### src/hdl/spicc_pkg.sv
// Package: register map, field positions and shared types of the serial control block
package spicc_pkg;
  localparam logic [2:0] MAIN_ADDR    = 3'h0;
  localparam logic [2:0] OPTION_ADDR  = 3'h1;
  localparam logic [2:0] BAUD_ADDR    = 3'h2;
  localparam logic [2:0] STATUS_ADDR  = 3'h3;
  localparam logic [2:0] DATA_ADDR    = 3'h4;
  localparam logic [2:0] IRQ_EN_ADDR  = 3'h5;
  localparam logic [2:0] IRQ_CLR_ADDR = 3'h6;
  localparam logic [2:0] IRQ_ST_ADDR  = 3'h7;

  localparam int RX_FAULT_IRQ_EN_POS = 7;
  localparam int SYSTEM_ENABLE_POS   = 6;
  localparam int TX_EMPTY_IRQ_EN_POS = 5;
  localparam int ROLE_SELECT_POS     = 4;
  localparam int CLOCK_POLARITY_POS  = 3;
  localparam int CLOCK_PHASE_POS     = 2;
  localparam int SELECT_OUT_EN_POS   = 1;
  localparam int BIT_ORDER_POS       = 0;
  localparam int MODE_FAULT_EN_POS   = 4;
  localparam int BIDIR_OUT_EN_POS    = 3;
  localparam int WAIT_CLOCK_STOP_POS = 1;
  localparam int SINGLE_WIRE_POS     = 0;
  localparam int RECEIVE_FULL_POS    = 7;
  localparam int MODE_FAULT_POS      = 4;
  localparam int TRANSMIT_EMPTY_POS  = 5;

  localparam logic [7:0] MAIN_RESET     = 8'h04;
  localparam logic [7:0] OPTION_RESET   = 8'h00;
  localparam logic [7:0] OPTION_MASK    = 8'h1b;
  localparam logic [7:0] BAUD_RESET     = 8'h00;
  localparam logic [7:0] BAUD_MASK      = 8'h77;
  localparam logic [2:0] IRQ_MASK_RESET = 3'h0;
  localparam logic [3:0] BIT_COUNT      = 4'h8;

  typedef struct packed {
    logic [2:0] addr;
    logic [7:0] wdata;
    logic       wr;
    logic       rd;
  } spicc_bus_t;

  typedef struct packed {
    logic clkIn;
    logic mosiIn;
    logic misoIn;
    logic selectIn;
  } spicc_pins_in_t;

  typedef enum logic [1:0] {IDLE, LEAD, SHIFT, TRAIL} spicc_state_t;
endpackage : spicc_pkg

### src/hdl/spicc_top.sv
// Serial peripheral block: control registers, master/slave shifter, pin muxing, interrupts
// How it works
// RQ1: Receive/fault interrupt enable requests on flags
// RQ2: Disable halts transfer, clears buffers, flags
// RQ3: Transmit-empty interrupt enable requests on flag
// RQ4: Role bit chooses slave or master
// RQ5: Polarity bit inverts serial clock
// RQ6: Phase bit sets first edge timing
// RQ7: Bit order picks MSB or LSB first
// RQ8: Master select pin: GPIO, fault input, output
// RQ9: Slave select pin always select input
// RQ10: Software avoids disable with phase change
// RQ11: Unimplemented option bits read zero
// RQ12: Bidir output enable drives shared pin
// RQ13: Single-wire bit chooses shared data pin
// RQ14: Wait-stop bit halts clocks in wait
// RQ15: Disabled pins return to port control
// RQ16: Master clock from prescaler and divider
// RQ17: Low fault input sets mode fault
// RQ18: Control registers readable and writable always
//
// Decided for this implementation: the register offsets and the plain strobed port.
`timescale 1ns/1ps
module spicc_top
(
  input  wire logic                    clk,
  input  wire logic                    rst,
  input  wire spicc_pkg::spicc_bus_t   bus,
  output logic [7:0]                   rdata,
  input  wire logic                    waitMode,
  input  wire spicc_pkg::spicc_pins_in_t pins,
  output logic                         clkOut,
  output logic                         clkOe_n,
  output logic                         mosiOut,
  output logic                         mosiOe_n,
  output logic                         misoOut,
  output logic                         misoOe_n,
  output logic                         selectOut,
  output logic                         selectOe_n,
  output logic                         pinsOwned,
  output logic                         irq
);
  typedef struct packed {
    logic [7:0]                mainCtl;
    logic [7:0]                optCtl;
    logic [7:0]                baud;
    logic [7:0]                txBuf;
    logic                      txFull;
    logic [7:0]                rxBuf;
    logic                      rxFull;
    logic                      txEmpty;
    logic                      modeFault;
    logic                      statusSeen;
    logic                      rxArmed;
    logic [7:0]                shifter;
    logic [3:0]                bitCnt;
    logic                      edgeSel;
    spicc_pkg::spicc_state_t   state;
    logic [2:0]                irqEn;
    logic [2:0]                irqSt;
    logic [7:0]                rdata;
    logic [2:0]                clkSync;
    logic [1:0]                mosiSync;
    logic [1:0]                misoSync;
    logic [2:0]                selSync;
    logic                      clkOut;
    logic                      clkOe_n;
    logic                      mosiOut;
    logic                      mosiOe_n;
    logic                      misoOut;
    logic                      misoOe_n;
    logic                      selectOut;
    logic                      selectOe_n;
    logic                      pinsOwned;
    logic                      irq;
  } spicc_state_all_t;

  spicc_state_all_t s_reg;
  spicc_state_all_t s_next;
  logic             halfTick;

  wire logic enable   = s_reg.mainCtl[spicc_pkg::SYSTEM_ENABLE_POS];
  wire logic master   = s_reg.mainCtl[spicc_pkg::ROLE_SELECT_POS];
  wire logic clock_polarity     = s_reg.mainCtl[spicc_pkg::CLOCK_POLARITY_POS];
  wire logic clock_phase     = s_reg.mainCtl[spicc_pkg::CLOCK_PHASE_POS];
  wire logic lsbFirst = s_reg.mainCtl[spicc_pkg::BIT_ORDER_POS];
  wire logic select_output_enable     = s_reg.mainCtl[spicc_pkg::SELECT_OUT_EN_POS];
  wire logic mode_fault_enable   = s_reg.optCtl[spicc_pkg::MODE_FAULT_EN_POS];
  wire logic bidir_output_enable  = s_reg.optCtl[spicc_pkg::BIDIR_OUT_EN_POS];
  wire logic single   = s_reg.optCtl[spicc_pkg::SINGLE_WIRE_POS];
  wire logic stopped  = waitMode & s_reg.optCtl[spicc_pkg::WAIT_CLOCK_STOP_POS]; // RQ14

  spicc_baud_gen u_baud
  (
    .clk         (clk),
    .rst         (rst),
    .run         (enable & master & ~stopped & (s_reg.state != spicc_pkg::IDLE)),
    .prescaleSel (s_reg.baud[6:4]),
    .divideSel   (s_reg.baud[2:0]),
    .halfTick    (halfTick)
  );

  // Bit taken from shifter edge according to order
  function automatic logic outBit(input logic [7:0] sh, input logic lsb);
    outBit = lsb ? sh[0] : sh[7]; // RQ7
  endfunction : outBit

  function automatic logic [7:0] shiftIn(input logic [7:0] sh, input logic lsb, input logic b);
    shiftIn = lsb ? {b, sh[7:1]} : {sh[6:0], b}; // RQ7
  endfunction : shiftIn

  always_comb
  begin
    logic inBit;
    logic sckRise;
    logic sckFall;
    logic sampleEdge;
    logic shiftEdge;
    logic selLow;
    logic faultNow;
    logic rxDone;
    logic txLoad;
    logic [2:0] events;
    inBit      = 1'b0;
    sckRise    = 1'b0;
    sckFall    = 1'b0;
    sampleEdge = 1'b0;
    shiftEdge  = 1'b0;
    faultNow   = 1'b0;
    rxDone     = 1'b0;
    txLoad     = 1'b0;
    s_next     = s_reg;

    s_next.clkSync  = {s_reg.clkSync[1:0], pins.clkIn};
    s_next.mosiSync = {s_reg.mosiSync[0], pins.mosiIn};
    s_next.misoSync = {s_reg.misoSync[0], pins.misoIn};
    s_next.selSync  = {s_reg.selSync[1:0], pins.selectIn};
    selLow = ~s_reg.selSync[1];

    // Input data line per role and wire mode
    if (master)
    begin
      inBit = single ? s_reg.mosiSync[1] : s_reg.misoSync[1]; // RQ13
    end
    else
    begin
      inBit = single ? s_reg.misoSync[1] : s_reg.mosiSync[1]; // RQ13
    end

    // Bus reads: data word appears in the cycle after the strobe
    s_next.rdata = 8'h00;
    if (s_reg.rxArmed)
    begin
      s_next.rxFull  = 1'b0;
      s_next.rxArmed = 1'b0;
    end
    if (bus.rd)
    begin
      unique case (bus.addr)
        spicc_pkg::MAIN_ADDR:    s_next.rdata = s_reg.mainCtl; // RQ18
        spicc_pkg::OPTION_ADDR:  s_next.rdata = s_reg.optCtl & spicc_pkg::OPTION_MASK; // RQ11
        spicc_pkg::BAUD_ADDR:    s_next.rdata = s_reg.baud;
        spicc_pkg::STATUS_ADDR:
        begin
          s_next.rdata = {s_reg.rxFull, 1'b0, s_reg.txEmpty, s_reg.modeFault, 4'h0};
          s_next.statusSeen = 1'b1;
        end
        spicc_pkg::DATA_ADDR:
        begin
          s_next.rdata = s_reg.rxBuf;
          s_next.rxArmed = s_reg.statusSeen & s_reg.rxFull;
        end
        spicc_pkg::IRQ_EN_ADDR:  s_next.rdata = {5'h00, s_reg.irqEn};
        spicc_pkg::IRQ_ST_ADDR:  s_next.rdata = {5'h00, s_reg.irqSt};
        default:                 s_next.rdata = 8'h00;
      endcase
    end

    if (bus.wr)
    begin
      unique case (bus.addr)
        spicc_pkg::MAIN_ADDR:    s_next.mainCtl = bus.wdata; // RQ18
        spicc_pkg::OPTION_ADDR:  s_next.optCtl = bus.wdata & spicc_pkg::OPTION_MASK; // RQ11
        spicc_pkg::BAUD_ADDR:    s_next.baud = bus.wdata & spicc_pkg::BAUD_MASK;
        spicc_pkg::DATA_ADDR:
        begin
          // Write without a prior status read is dropped
          if (s_reg.statusSeen & s_reg.txEmpty & enable)
          begin
            s_next.txBuf   = bus.wdata;
            s_next.txFull  = 1'b1;
            s_next.txEmpty = 1'b0;
          end
        end
        spicc_pkg::IRQ_EN_ADDR:  s_next.irqEn = bus.wdata[2:0];
        spicc_pkg::IRQ_CLR_ADDR: s_next.irqSt = s_reg.irqSt & ~bus.wdata[2:0];
        default:                 s_next.irqEn = s_reg.irqEn;
      endcase
    end

    // Serial engine, frozen when clocks are stopped in wait
    if (!stopped)
    begin
      if (master)
      begin
        sckRise = 1'b0;
        if (s_reg.state == spicc_pkg::IDLE && s_reg.txFull && enable)
        begin
          s_next.shifter = s_reg.txBuf;
          s_next.txFull  = 1'b0;
          s_next.txEmpty = 1'b1;
          txLoad         = 1'b1;
          s_next.bitCnt  = 4'h0;
          s_next.edgeSel = clock_phase; // RQ6
          s_next.state   = spicc_pkg::LEAD;
        end
        else if (halfTick && s_reg.state != spicc_pkg::IDLE)
        begin
          s_next.edgeSel = ~s_reg.edgeSel;
          if (s_reg.state == spicc_pkg::LEAD)
          begin
            s_next.state = spicc_pkg::SHIFT;
            if (clock_phase)
            begin
              shiftEdge = 1'b1;
            end
            else
            begin
              sampleEdge = 1'b1;
            end
          end
          else if (s_reg.state == spicc_pkg::SHIFT)
          begin
            // Edge that drives the clock active in phase 0, idle in phase 1
            sampleEdge = ~s_reg.edgeSel; // RQ6
            shiftEdge  = s_reg.edgeSel;
          end
          else
          begin
            s_next.state = spicc_pkg::IDLE;
          end
        end
      end
      else if (enable && selLow)
      begin
        // RQ9
        sckRise = s_reg.clkSync[1] & ~s_reg.clkSync[2];
        sckFall = ~s_reg.clkSync[1] & s_reg.clkSync[2];
        if (s_reg.state == spicc_pkg::IDLE)
        begin
          s_next.shifter = s_reg.txFull ? s_reg.txBuf : s_reg.shifter;
          txLoad         = s_reg.txFull;
          s_next.bitCnt  = 4'h0;
          s_next.state   = spicc_pkg::SHIFT;
        end
        else
        begin
          // Leading edge samples when phase is 0, trailing edge when 1
          sampleEdge = ((sckRise & ~clock_polarity) | (sckFall & clock_polarity)) ^ clock_phase ? (sckRise | sckFall) : 1'b0;
          shiftEdge  = (sckRise | sckFall) & ~sampleEdge;
        end
        if (txLoad)
        begin
          s_next.txFull  = 1'b0;
          s_next.txEmpty = 1'b1;
        end
      end
      else if (!master)
      begin
        s_next.state = spicc_pkg::IDLE;
      end

      if (sampleEdge)
      begin
        s_next.shifter = shiftIn(s_reg.shifter, lsbFirst, inBit); // RQ7
        s_next.bitCnt  = s_reg.bitCnt + 4'h1;
        if (s_reg.bitCnt + 4'h1 == spicc_pkg::BIT_COUNT)
        begin
          rxDone       = 1'b1;
          s_next.state = master ? spicc_pkg::TRAIL : spicc_pkg::IDLE;
        end
      end
    end

    if (rxDone)
    begin
      s_next.rxBuf  = shiftIn(s_reg.shifter, lsbFirst, inBit);
      s_next.rxFull = 1'b1;
    end

    // Mode fault: master with select pin as fault input sees it low
    if (enable && master && mode_fault_enable && !select_output_enable && selLow)
    begin
      faultNow         = 1'b1; // RQ17
      s_next.modeFault = 1'b1;
      s_next.mainCtl[spicc_pkg::ROLE_SELECT_POS] = 1'b0;
      s_next.state     = spicc_pkg::IDLE;
    end

    // Disable resets engine and buffers
    if (!enable)
    begin
      s_next.state      = spicc_pkg::IDLE; // RQ2
      s_next.txFull     = 1'b0;
      s_next.rxFull     = 1'b0;
      s_next.txEmpty    = 1'b1;
      s_next.bitCnt     = 4'h0;
      s_next.statusSeen = 1'b0;
    end

    // Sticky events: set wins over software clear
    events = {faultNow, rxDone, txLoad};
    s_next.irqSt = s_next.irqSt | events;

    // Serial clock: idle level is polarity, toggles on each half tick
    s_next.clkOut = clock_polarity ^ (s_next.state != spicc_pkg::IDLE && s_next.edgeSel != clock_phase); // RQ5
    // Data moves only on shift edges or while idle, so the sample edge sees a settled bit
    if (shiftEdge || s_reg.state == spicc_pkg::IDLE)
    begin
      s_next.mosiOut = outBit(s_next.shifter, lsbFirst); // RQ7
      s_next.misoOut = outBit(s_next.shifter, lsbFirst);
    end
    s_next.selectOut = ~(s_next.state != spicc_pkg::IDLE);
    s_next.pinsOwned = enable; // RQ15
    s_next.clkOe_n   = ~(enable & master); // RQ4
    if (master)
    begin
      s_next.mosiOe_n = ~(enable & (~single | bidir_output_enable)); // RQ12
      s_next.misoOe_n = 1'b1;
      s_next.selectOe_n = ~(enable & mode_fault_enable & select_output_enable); // RQ8
    end
    else
    begin
      s_next.mosiOe_n   = 1'b1;
      s_next.misoOe_n   = ~(enable & selLow & (~single | bidir_output_enable)); // RQ12
      s_next.selectOe_n = 1'b1; // RQ9
    end

    s_next.irq = (enable & s_next.mainCtl[spicc_pkg::RX_FAULT_IRQ_EN_POS]
                  & (s_next.rxFull | s_next.modeFault)) // RQ1
               | (enable & s_next.mainCtl[spicc_pkg::TX_EMPTY_IRQ_EN_POS] & s_next.txEmpty) // RQ3
               | (|(s_next.irqSt & s_next.irqEn));
    if (bus.wr && bus.addr == spicc_pkg::MAIN_ADDR && bus.wdata[spicc_pkg::SYSTEM_ENABLE_POS]
        && s_reg.modeFault)
    begin
      s_next.modeFault = 1'b0;
    end
  end

  always_ff @(posedge clk or posedge rst)
  begin
    if (rst)
    begin
      s_reg            <= '0;
      s_reg.mainCtl    <= spicc_pkg::MAIN_RESET;
      s_reg.optCtl     <= spicc_pkg::OPTION_RESET;
      s_reg.baud       <= spicc_pkg::BAUD_RESET;
      s_reg.irqEn      <= spicc_pkg::IRQ_MASK_RESET;
      s_reg.txEmpty    <= 1'b1;
      s_reg.clkSync    <= 3'h0;
      s_reg.selSync    <= 3'h7;
      s_reg.clkOe_n    <= 1'b1;
      s_reg.mosiOe_n   <= 1'b1;
      s_reg.misoOe_n   <= 1'b1;
      s_reg.selectOe_n <= 1'b1;
      s_reg.selectOut  <= 1'b1;
    end
    else
    begin
      s_reg <= s_next;
    end
  end

  assign rdata      = s_reg.rdata;
  assign clkOut     = s_reg.clkOut;
  assign clkOe_n    = s_reg.clkOe_n;
  assign mosiOut    = s_reg.mosiOut;
  assign mosiOe_n   = s_reg.mosiOe_n;
  assign misoOut    = s_reg.misoOut;
  assign misoOe_n   = s_reg.misoOe_n;
  assign selectOut  = s_reg.selectOut;
  assign selectOe_n = s_reg.selectOe_n;
  assign pinsOwned  = s_reg.pinsOwned;
  assign irq        = s_reg.irq;
endmodule : spicc_top

### src/hdl/spicc_baud_gen.sv
// Baud tick generator: prescaler 1..8 followed by power-of-two divider
`timescale 1ns/1ps
module spicc_baud_gen
(
  input  wire logic       clk,
  input  wire logic       rst,
  input  wire logic       run,
  input  wire logic [2:0] prescaleSel,
  input  wire logic [2:0] divideSel,
  output logic            halfTick
);
  typedef struct packed {
    logic [2:0] pre;
    logic [7:0] div;
    logic       tick;
  } spicc_baud_state_t;

  spicc_baud_state_t s_reg;
  spicc_baud_state_t s_next;

  // Half bit period is the full prescaler times divider, so divider select 2 gives four counts
  always_comb
  begin
    s_next = s_reg;
    s_next.tick = 1'b0;
    if (!run)
    begin
      s_next.pre = 3'h0;
      s_next.div = 8'h00;
    end
    else if (s_reg.pre == prescaleSel)
    begin
      s_next.pre = 3'h0;
      if (s_reg.div == 8'((9'h001 << divideSel) - 9'h001))
      begin
        s_next.div  = 8'h00;
        s_next.tick = 1'b1; // RQ16
      end
      else
      begin
        s_next.div = s_reg.div + 8'h01;
      end
    end
    else
    begin
      s_next.pre = s_reg.pre + 3'h1; // RQ16
    end
  end

  always_ff @(posedge clk or posedge rst)
  begin
    if (rst)
    begin
      s_reg <= '0;
    end
    else
    begin
      s_reg <= s_next;
    end
  end

  assign halfTick = s_reg.tick;
endmodule : spicc_baud_gen

### config.mk
export PLATFORM = sky130hd
export DESIGN_NAME = spicc_top
export DESIGN_NICKNAME = d
export VERILOG_FILES = /design/src/hdl/spicc_pkg.sv /design/src/hdl/spicc_top.sv /design/src/hdl/spicc_baud_gen.sv
export SDC_FILE = /design/constraint.sdc
export NUM_CORES = 1
export LEC_CHECK = 0
export ABC_AREA = 1
export BUFFER_PORTS_ARGS = -buffer_cell sky130_fd_sc_hd__buf_2
export CORE_UTILIZATION = 60
export CTS_CLUSTER_SIZE = 25
export DETAILED_ROUTE_END_ITERATION = 7
export GPL_ROUTABILITY_DRIVEN = 1
export HOLD_SLACK_MARGIN = 0.15
export PLACE_DENSITY = 0.79
export SLEW_MARGIN = 0
export SYNTH_ARGS = -nofsm -noshare
export SYNTH_HDL_FRONTEND = slang
export SYNTH_HIERARCHICAL = 1
export SYNTH_SLANG_ARGS = --single-unit
export TNS_END_PERCENT = 50
### constraint.sdc
create_clock -name clk -period 3.5 [get_ports clk]
set_input_delay 0.525 -clock clk [delete_from_list [all_inputs] [get_ports clk]]
set_output_delay 0.525 -clock clk [all_outputs]
set_load 0.03 [all_outputs]
==> metrics.csv, run 1 <==
metric,value,unit
CP startpoint kind,register,
post-CTS sizing,0,
# hold bufs at CTS,0,
Hold Fails Final Rpt,0,
Pwr Density,545,mW/mm^2
Largest register FFs,57,
Syn Area/Cell,8.29,sq um
CTS max path bufs,2,
status,"finished, final reports clean",
crit path from,s_reg[34]$_DFF_PP0_,
Synth Instances,616,
Initial DRC Count,415,
largest fanout on the critical path,16,
Fill cells,679,
drt total wl,12300,um
final slew viol count,0,
first-pass GRT wire length,20100,um
Die X,94.3,um
worst hold path class,input port to asynchronous set/reset pin,
Non-Filler Instances,755,
Worst-path clk slew,0.10,ns
vias in the first global route,4007,
Sink Count,99,
Total Power,2.99,mW
WS Path Type,register to register,
final setup margin,1.21,ns
IO Count,38,
top_reg_cell synth,dfrtp_1,
clock latency on the worst-skew pair,0.37,ns
final setup vio count,0,
Die Y,94.3,um
Buffers on Ports,37,
Worst VDD drop,0.390,mV
CTS tree,done,
CTS root buffer,clkbuf_8,
register bit total from synthesis,99,
clock buffer count from CTS,9,
Crit. End Element,register,
DR vias,4327,
nets@finish,673,
pre-CTS setup slack,1.16,ns
Layout area overhead,7.28,%
# diodes,0,
Fmax,0.436,GHz
Netlist Area Pre-Place,0.00511,sq mm
max cap viols,0,
GRT Total Usage,30.0,%
antenna violations before repair,0,
Tcrit/Tclk final,65.6,%
setup TNS,0,ns
unrepaired setup endpoints after global routing,false,
fin util,66.7,%
Congestion Overflow GR,0,
Cells after DPL,739,
largest net degree at the start of global routing,42,
# Post-CTS Setup Buffers,0,
Final Wtd Congestion,0.923,
DIE AREA,0.00888,sq mm
Core Area,0.00822,sq mm
"Seq/Total Area, Yosys",48.7,%
skew final,0.0179,ns
Starting Density,62.1,%
H-tree lvl count,3,
fraction of layout cells with a size suffix above 1,16.5,%
"Data arrival, critical path",2.56,ns
Post-route DRC,0,
Avg WL per Cell,16.2,um
number of routed nets with antenna violations,0,
Rows,33,
minimum clock period,2.29,ns
Slew headroom,52.1,%
Crit path required time,3.77,ns
"EDFF count, synth",0,
Avg Vias per Cell,5.73,
RR Startpoint,s_reg[34]$_DFF_PP0_,
Worst Tran Pin Value,0.719,ns
Lkg Pwr,2.75,nW
Netlist cell types,45,
drt first pass iters,5,
Detailed Place HPWL,9140,um
"Async S/R FF share, synth",100,%
syn nets,644,
YS warnings,6,
report_power, final:
part           switching [mW]  internal, mW  leakage [nW]  total [mW]
logic                   0.551         0.248          1.41       0.798
clock network           0.423         0.271        0.0961       0.694
registers               0.165          1.33          1.24        1.49
cells by family after synthesis:
| logic type | Yosys count | share of synthesized area (%) |
|---|---|---|
| AO/OA/AOI/OAI | 98 | 11.2 |
| XOR/XNOR | 12 | 2.21 |
| adder cells (fa/ha/maj) | 8 | 1.96 |
| buffers and inverters | 110 | 9.46 |
| flip-flops | 99 | 48.7 |
| AND/OR/NAND/NOR | 289 | 26.4 |
final timing paths:
check                                                  end  slack [ns]  cells after the start
worst max register to register            clkOut$_DFF_PP0_        1.21                     14
worst max-delay path                      clkOut$_DFF_PP0_        1.21                     14
worst min register to register         s_reg[16]$_DFF_PP0_        0.35                      0
worst min-delay path            u_baud/s_reg[11]$_DFF_PP0_        0.18                      2
max in group asynchronous          clock_phase$_DFFE_PP1P_        2.49                      3
min in group clk                      s_next[11]$_DFF_PP1_        0.25                      1
layer usage:
layer  up-vias  GRT usage [%]  wire [um]
li1       2044              -          -
met1      2089           43.0       5460
met2       166           47.0       5780
met3        28           4.45        744
met4         0           9.23        283
met5         -              0          0
cell type report:
class / count / area (sq um) / share of cell area (%)
clock inverters: 7 / 60.1 / 1.10
flip-flops and latches: 99 / 2490 / 45.4
well taps: 105 / 131 / 2.40
inverters: 88 / 332 / 6.05
repair buffers: 40 / 208 / 3.79
multi-input cells: 407 / 2130 / 39.0
clock buffers: 9 / 124 / 2.26
worst max-delay path, cell delays in order (launching register included):
cell and delay [ns]:
dfrtp_1 0.40, inv_1 0.10, ha_1 0.28, nand3_2 0.14, nand2_2 0.11, nor2_2 0.22, nand2_4 0.11, nand2_4 0.22
nand3_1 0.13, nand3_1 0.11, nand2_1 0.08, nand2_1 0.13, nand2_1 0.06, nand2_1 0.05, nand2_1 0.05
synth_stat cells, types with 2 or more instances:
cell        n  area share, %
a21oi_1    14            1.4
o21ai_1     5           0.49
nand4_1    10            1.2
nand3_1    49            4.8
nor2_2      7           0.86
nand3_2     4           0.78
buf_6       3           0.66
nand2_1   163             12
nor2_1     30            2.2
o221ai_1    2           0.34
a31oi_1     7           0.86
nor2_4      3           0.66
buf_4      11            1.6
dfrtp_1    90             44
dfstp_2     9            4.6
nand2_2     8           0.98
nand2_4     3           0.66
a22oi_1     8            1.2
xor2_1      5           0.86
nor3_2      2           0.39
inv_2       8           0.59
nor3_1      4           0.39
buf_2       5           0.49
xnor2_1     6            1.0
clkbuf_1    3           0.22
o21ai_0    50            4.9
ha_1        8            2.0
a221oi_1    3           0.51
inv_1      80            5.9
metrics by stage:
| step | area [sq um] | hold WS, ns |
|---|---|---|
| floorplan | 5110 | 0.331 |
| global placement | 5290 | 0.335 |
| detailed placement | 5290 | 0.338 |
| CTS | 5480 | 0.176 |
| global route | 5480 | 0.209 |
| finish | 5480 | 0.178 |
cell usage in the layout, fill, tap and decap left out, drive strengths merged, types with 2 or more instances in the layout:
cell type | Yosys | final
nand2 | 174 | 174
dfrtp | 90 | 90
inv | 88 | 90
o21ai | 55 | 55
nand3 | 54 | 54
buf | 19 | 40
nor2 | 40 | 40
a21oi | 15 | 15
nand4 | 11 | 11
dfstp | 9 | 9
clkbuf | 3 | 9
a22oi | 8 | 8
ha | 8 | 8
a31oi | 7 | 7
nor3 | 7 | 7
xnor2 | 6 | 6
xor2 | 6 | 6
clkinv | 0 | 5
a221oi | 3 | 3
o221ai | 2 | 2
Power figures use the tool's default switching activity.
==> run 2: changes to the inputs <==
==> constraint.sdc (replaced) <==
create_clock -name clk -period 2.3 [get_ports clk]
set_input_delay 0.345 -clock clk [delete_from_list [all_inputs] [get_ports clk]]
set_output_delay 0.345 -clock clk [all_outputs]
set_load 0.03 [all_outputs]
==> run 2 against run 1 <==
Worst setup slack worse by 1.0 ns; largest power group unchanged; sequential cell count stayed put; critical path type unchanged; clock power is 56% higher; core utilization is 1.6 points higher; non-clock buffer count is 11 higher; sequential power is 51% higher.
==> metrics.csv, run 2 (same netlist as run 1, synthesis figures left out) <==
metric,value,unit
crit-path cells,"inv_1, ha_1, inv_2, nand2_1, nor2_2, nand4_4, nand2_8, nand3_1, nand3_1, nand2_1, nand2_1, nand2_1, nand2_1, nand2_1",
CTS max path bufs,2,
Die Y,94.3,um
Worst VDD drop,0.517,mV
skew final,0.0112,ns
worst hold path class,input port to register,
CTS tree,done,
drt total wl,11800,um
antenna violations before repair,0,
GR peak layer,met2,
Fmax,0.470,GHz
Core Area,0.00822,sq mm
M1 GR Usage,39.3,%
unrepaired setup endpoints after global routing,false,
Worst R2R End,clkOut$_DFF_PP0_,
minimum clock period,2.13,ns
final slew viol count,0,
IO Count,38,
Starting Density,62.1,%
Avg WL per Cell,15.4,um
clock latency on the worst-skew pair,0.37,ns
H-tree lvl count,3,
Detailed Place HPWL,8800,um
crit path from,s_reg[34]$_DFF_PP0_,
CP startpoint kind,register,
"most common cell after layout, fill and taps aside",nand2_1,
Worst Setup EP,clkOut$_DFF_PP0_,
first-pass GRT wire length,19000,um
Pwr Density,820,mW/mm^2
Buffers on Ports,37,
most frequent cells in the layout,"163 x nand2_1, 90 x dfrtp_1, 79 x inv_1",
Final Cell Area,0.00561,sq mm
WS Path Type,register to register,
largest net degree at the start of global routing,53,
Crit path required time,2.57,ns
Die X,94.3,um
Rows,33,
Avg Vias per Cell,5.59,
Critical Path Slowest Stage Cell,dfrtp_1,
# diodes,0,
Hold Fails Final Rpt,0,
M3 GR Usage,5.50,%
Post-route DRC,0,
Cells after DPL,745,
Largest register FFs,57,
clock buffer count from CTS,9,
Initial DRC Count,413,
RR Startpoint,s_reg[34]$_DFF_PP0_,
crit-path most repeated cell,nand2_1,
Final Wtd Congestion,0.965,
"Data arrival, critical path",2.39,ns
CTS root buffer,clkbuf_8,
Tcrit/Tclk final,92.6,%
Worst Tran Pin Value,0.495,ns
Lkg Pwr,2.80,nW
Sink Count,99,
Crit. End Element,register,
Congestion Overflow GR,0,
FF-to-FF path depth,14,
global routing usage on met2,44.8,%
largest fanout on the critical path,16,
Worst-path clk slew,0.10,ns
FF-to-FF setup slack,0.17,ns
Slew headroom,66.8,%
fraction of layout cells with a size suffix above 1,17.1,%
placed cell area,0.00535,sq mm
nets@finish,684,
GRT Total Usage,28.5,%
setup TNS,0,ns
vias in the first global route,3917,
status,"finished, final reports clean",
DIE AREA,0.00888,sq mm
final setup vio count,0,
number of routed nets with antenna violations,0,
Worst path max stage delay,0.40,ns
DR vias,4279,
Non-Filler Instances,766,
max cap viols,0,
drt first pass iters,5,
Layout area overhead,9.90,%
run 2: cell count changes in the layout (fill, tap and decap cells not counted), sizes merged:
cell | before | now
clkinvlp | 0 | 2
clkinv | 5 | 2
clkbuf | 9 | 10
buf | 40 | 46
dlygate4sd3 | 0 | 5
run 2: layout make-up:
type | instances | area, sq um
clock inverter | 6 | 56.3
tap | 105 | 131
timing repair buffer | 51 | 315
sequential | 99 | 2490
clock buffer | 10 | 138
fill | 655 | 2610
inverter | 88 | 334
multi-input combinational | 407 | 2150
run 2: worst max-delay path, delay by kind of cell, from the launching register on:
family,cells,cell delay (ns)
DFF,1,0.40
adders and majority gates,1,0.28
and+or+nand+nor,11,1.11
buffers and inverters,2,0.23
run 2: power breakdown:
| part | total [mW] | switching [mW] | internal, mW |
|---|---|---|---|
| combinational | 1.27 | 0.870 | 0.402 |
| sequential | 2.25 | 0.227 | 2.02 |
| clock | 1.08 | 0.638 | 0.446 |
run 2: what timing repair did:
| action | CTS | global route |
|---|---|---|
| setup endpoints to repair | 0 | 2 |
| hold buffers | 5 | 0 |
| setup buffers | 0 | 0 |
| endpoints found under the hold margin | 29 | 0 |
| gates resized for setup | 0 | 2 |
run 2: stage by stage:
stage	worst slack, ns	hold WS [ns]	utilization, %	power [mW]
6_report	0.171	0.206	68.3	4.60
5_1_grt	0.0217	0.208	68.3	4.87
4_1_cts	0.112	0.200	68.1	4.61
3_5_place_dp	0.156	0.337	65.2	3.52
3_3_place_gp	0.251	0.333	65.2	3.50
2_1_floorplan	0.481	0.210	-	3.18
run 2: metal layers:
metal	vias to the layer above	part of all wire (%)
met5	-	0
met4	0	2.4
met3	21	6.6
met2	150	46
met1	2042	45
li1	2066	-
run 2: worst min-delay path by stage:
| stage | endpoint | start | depth (start not counted) | slack (ns) |
|---|---|---|---|---|
| floorplan | u_baud/halfTick$_DFF_PP0_ | rst | 1 | 0.21 |
| finish | s_reg[88]$_DFFE_PP0P_ | bus[3] | 3 | 0.21 |
| global placement | s_reg[14]$_DFF_PP0_ | s_next[14]$_DFF_PP0_ | 0 | 0.33 |
| global route | s_reg[51]$_DFF_PP0_ | bus[8] | 2 | 0.21 |
| CTS | s_reg[88]$_DFFE_PP0P_ | bus[3] | 3 | 0.20 |
| detailed placement | s_reg[14]$_DFF_PP0_ | s_next[14]$_DFF_PP0_ | 0 | 0.34 |
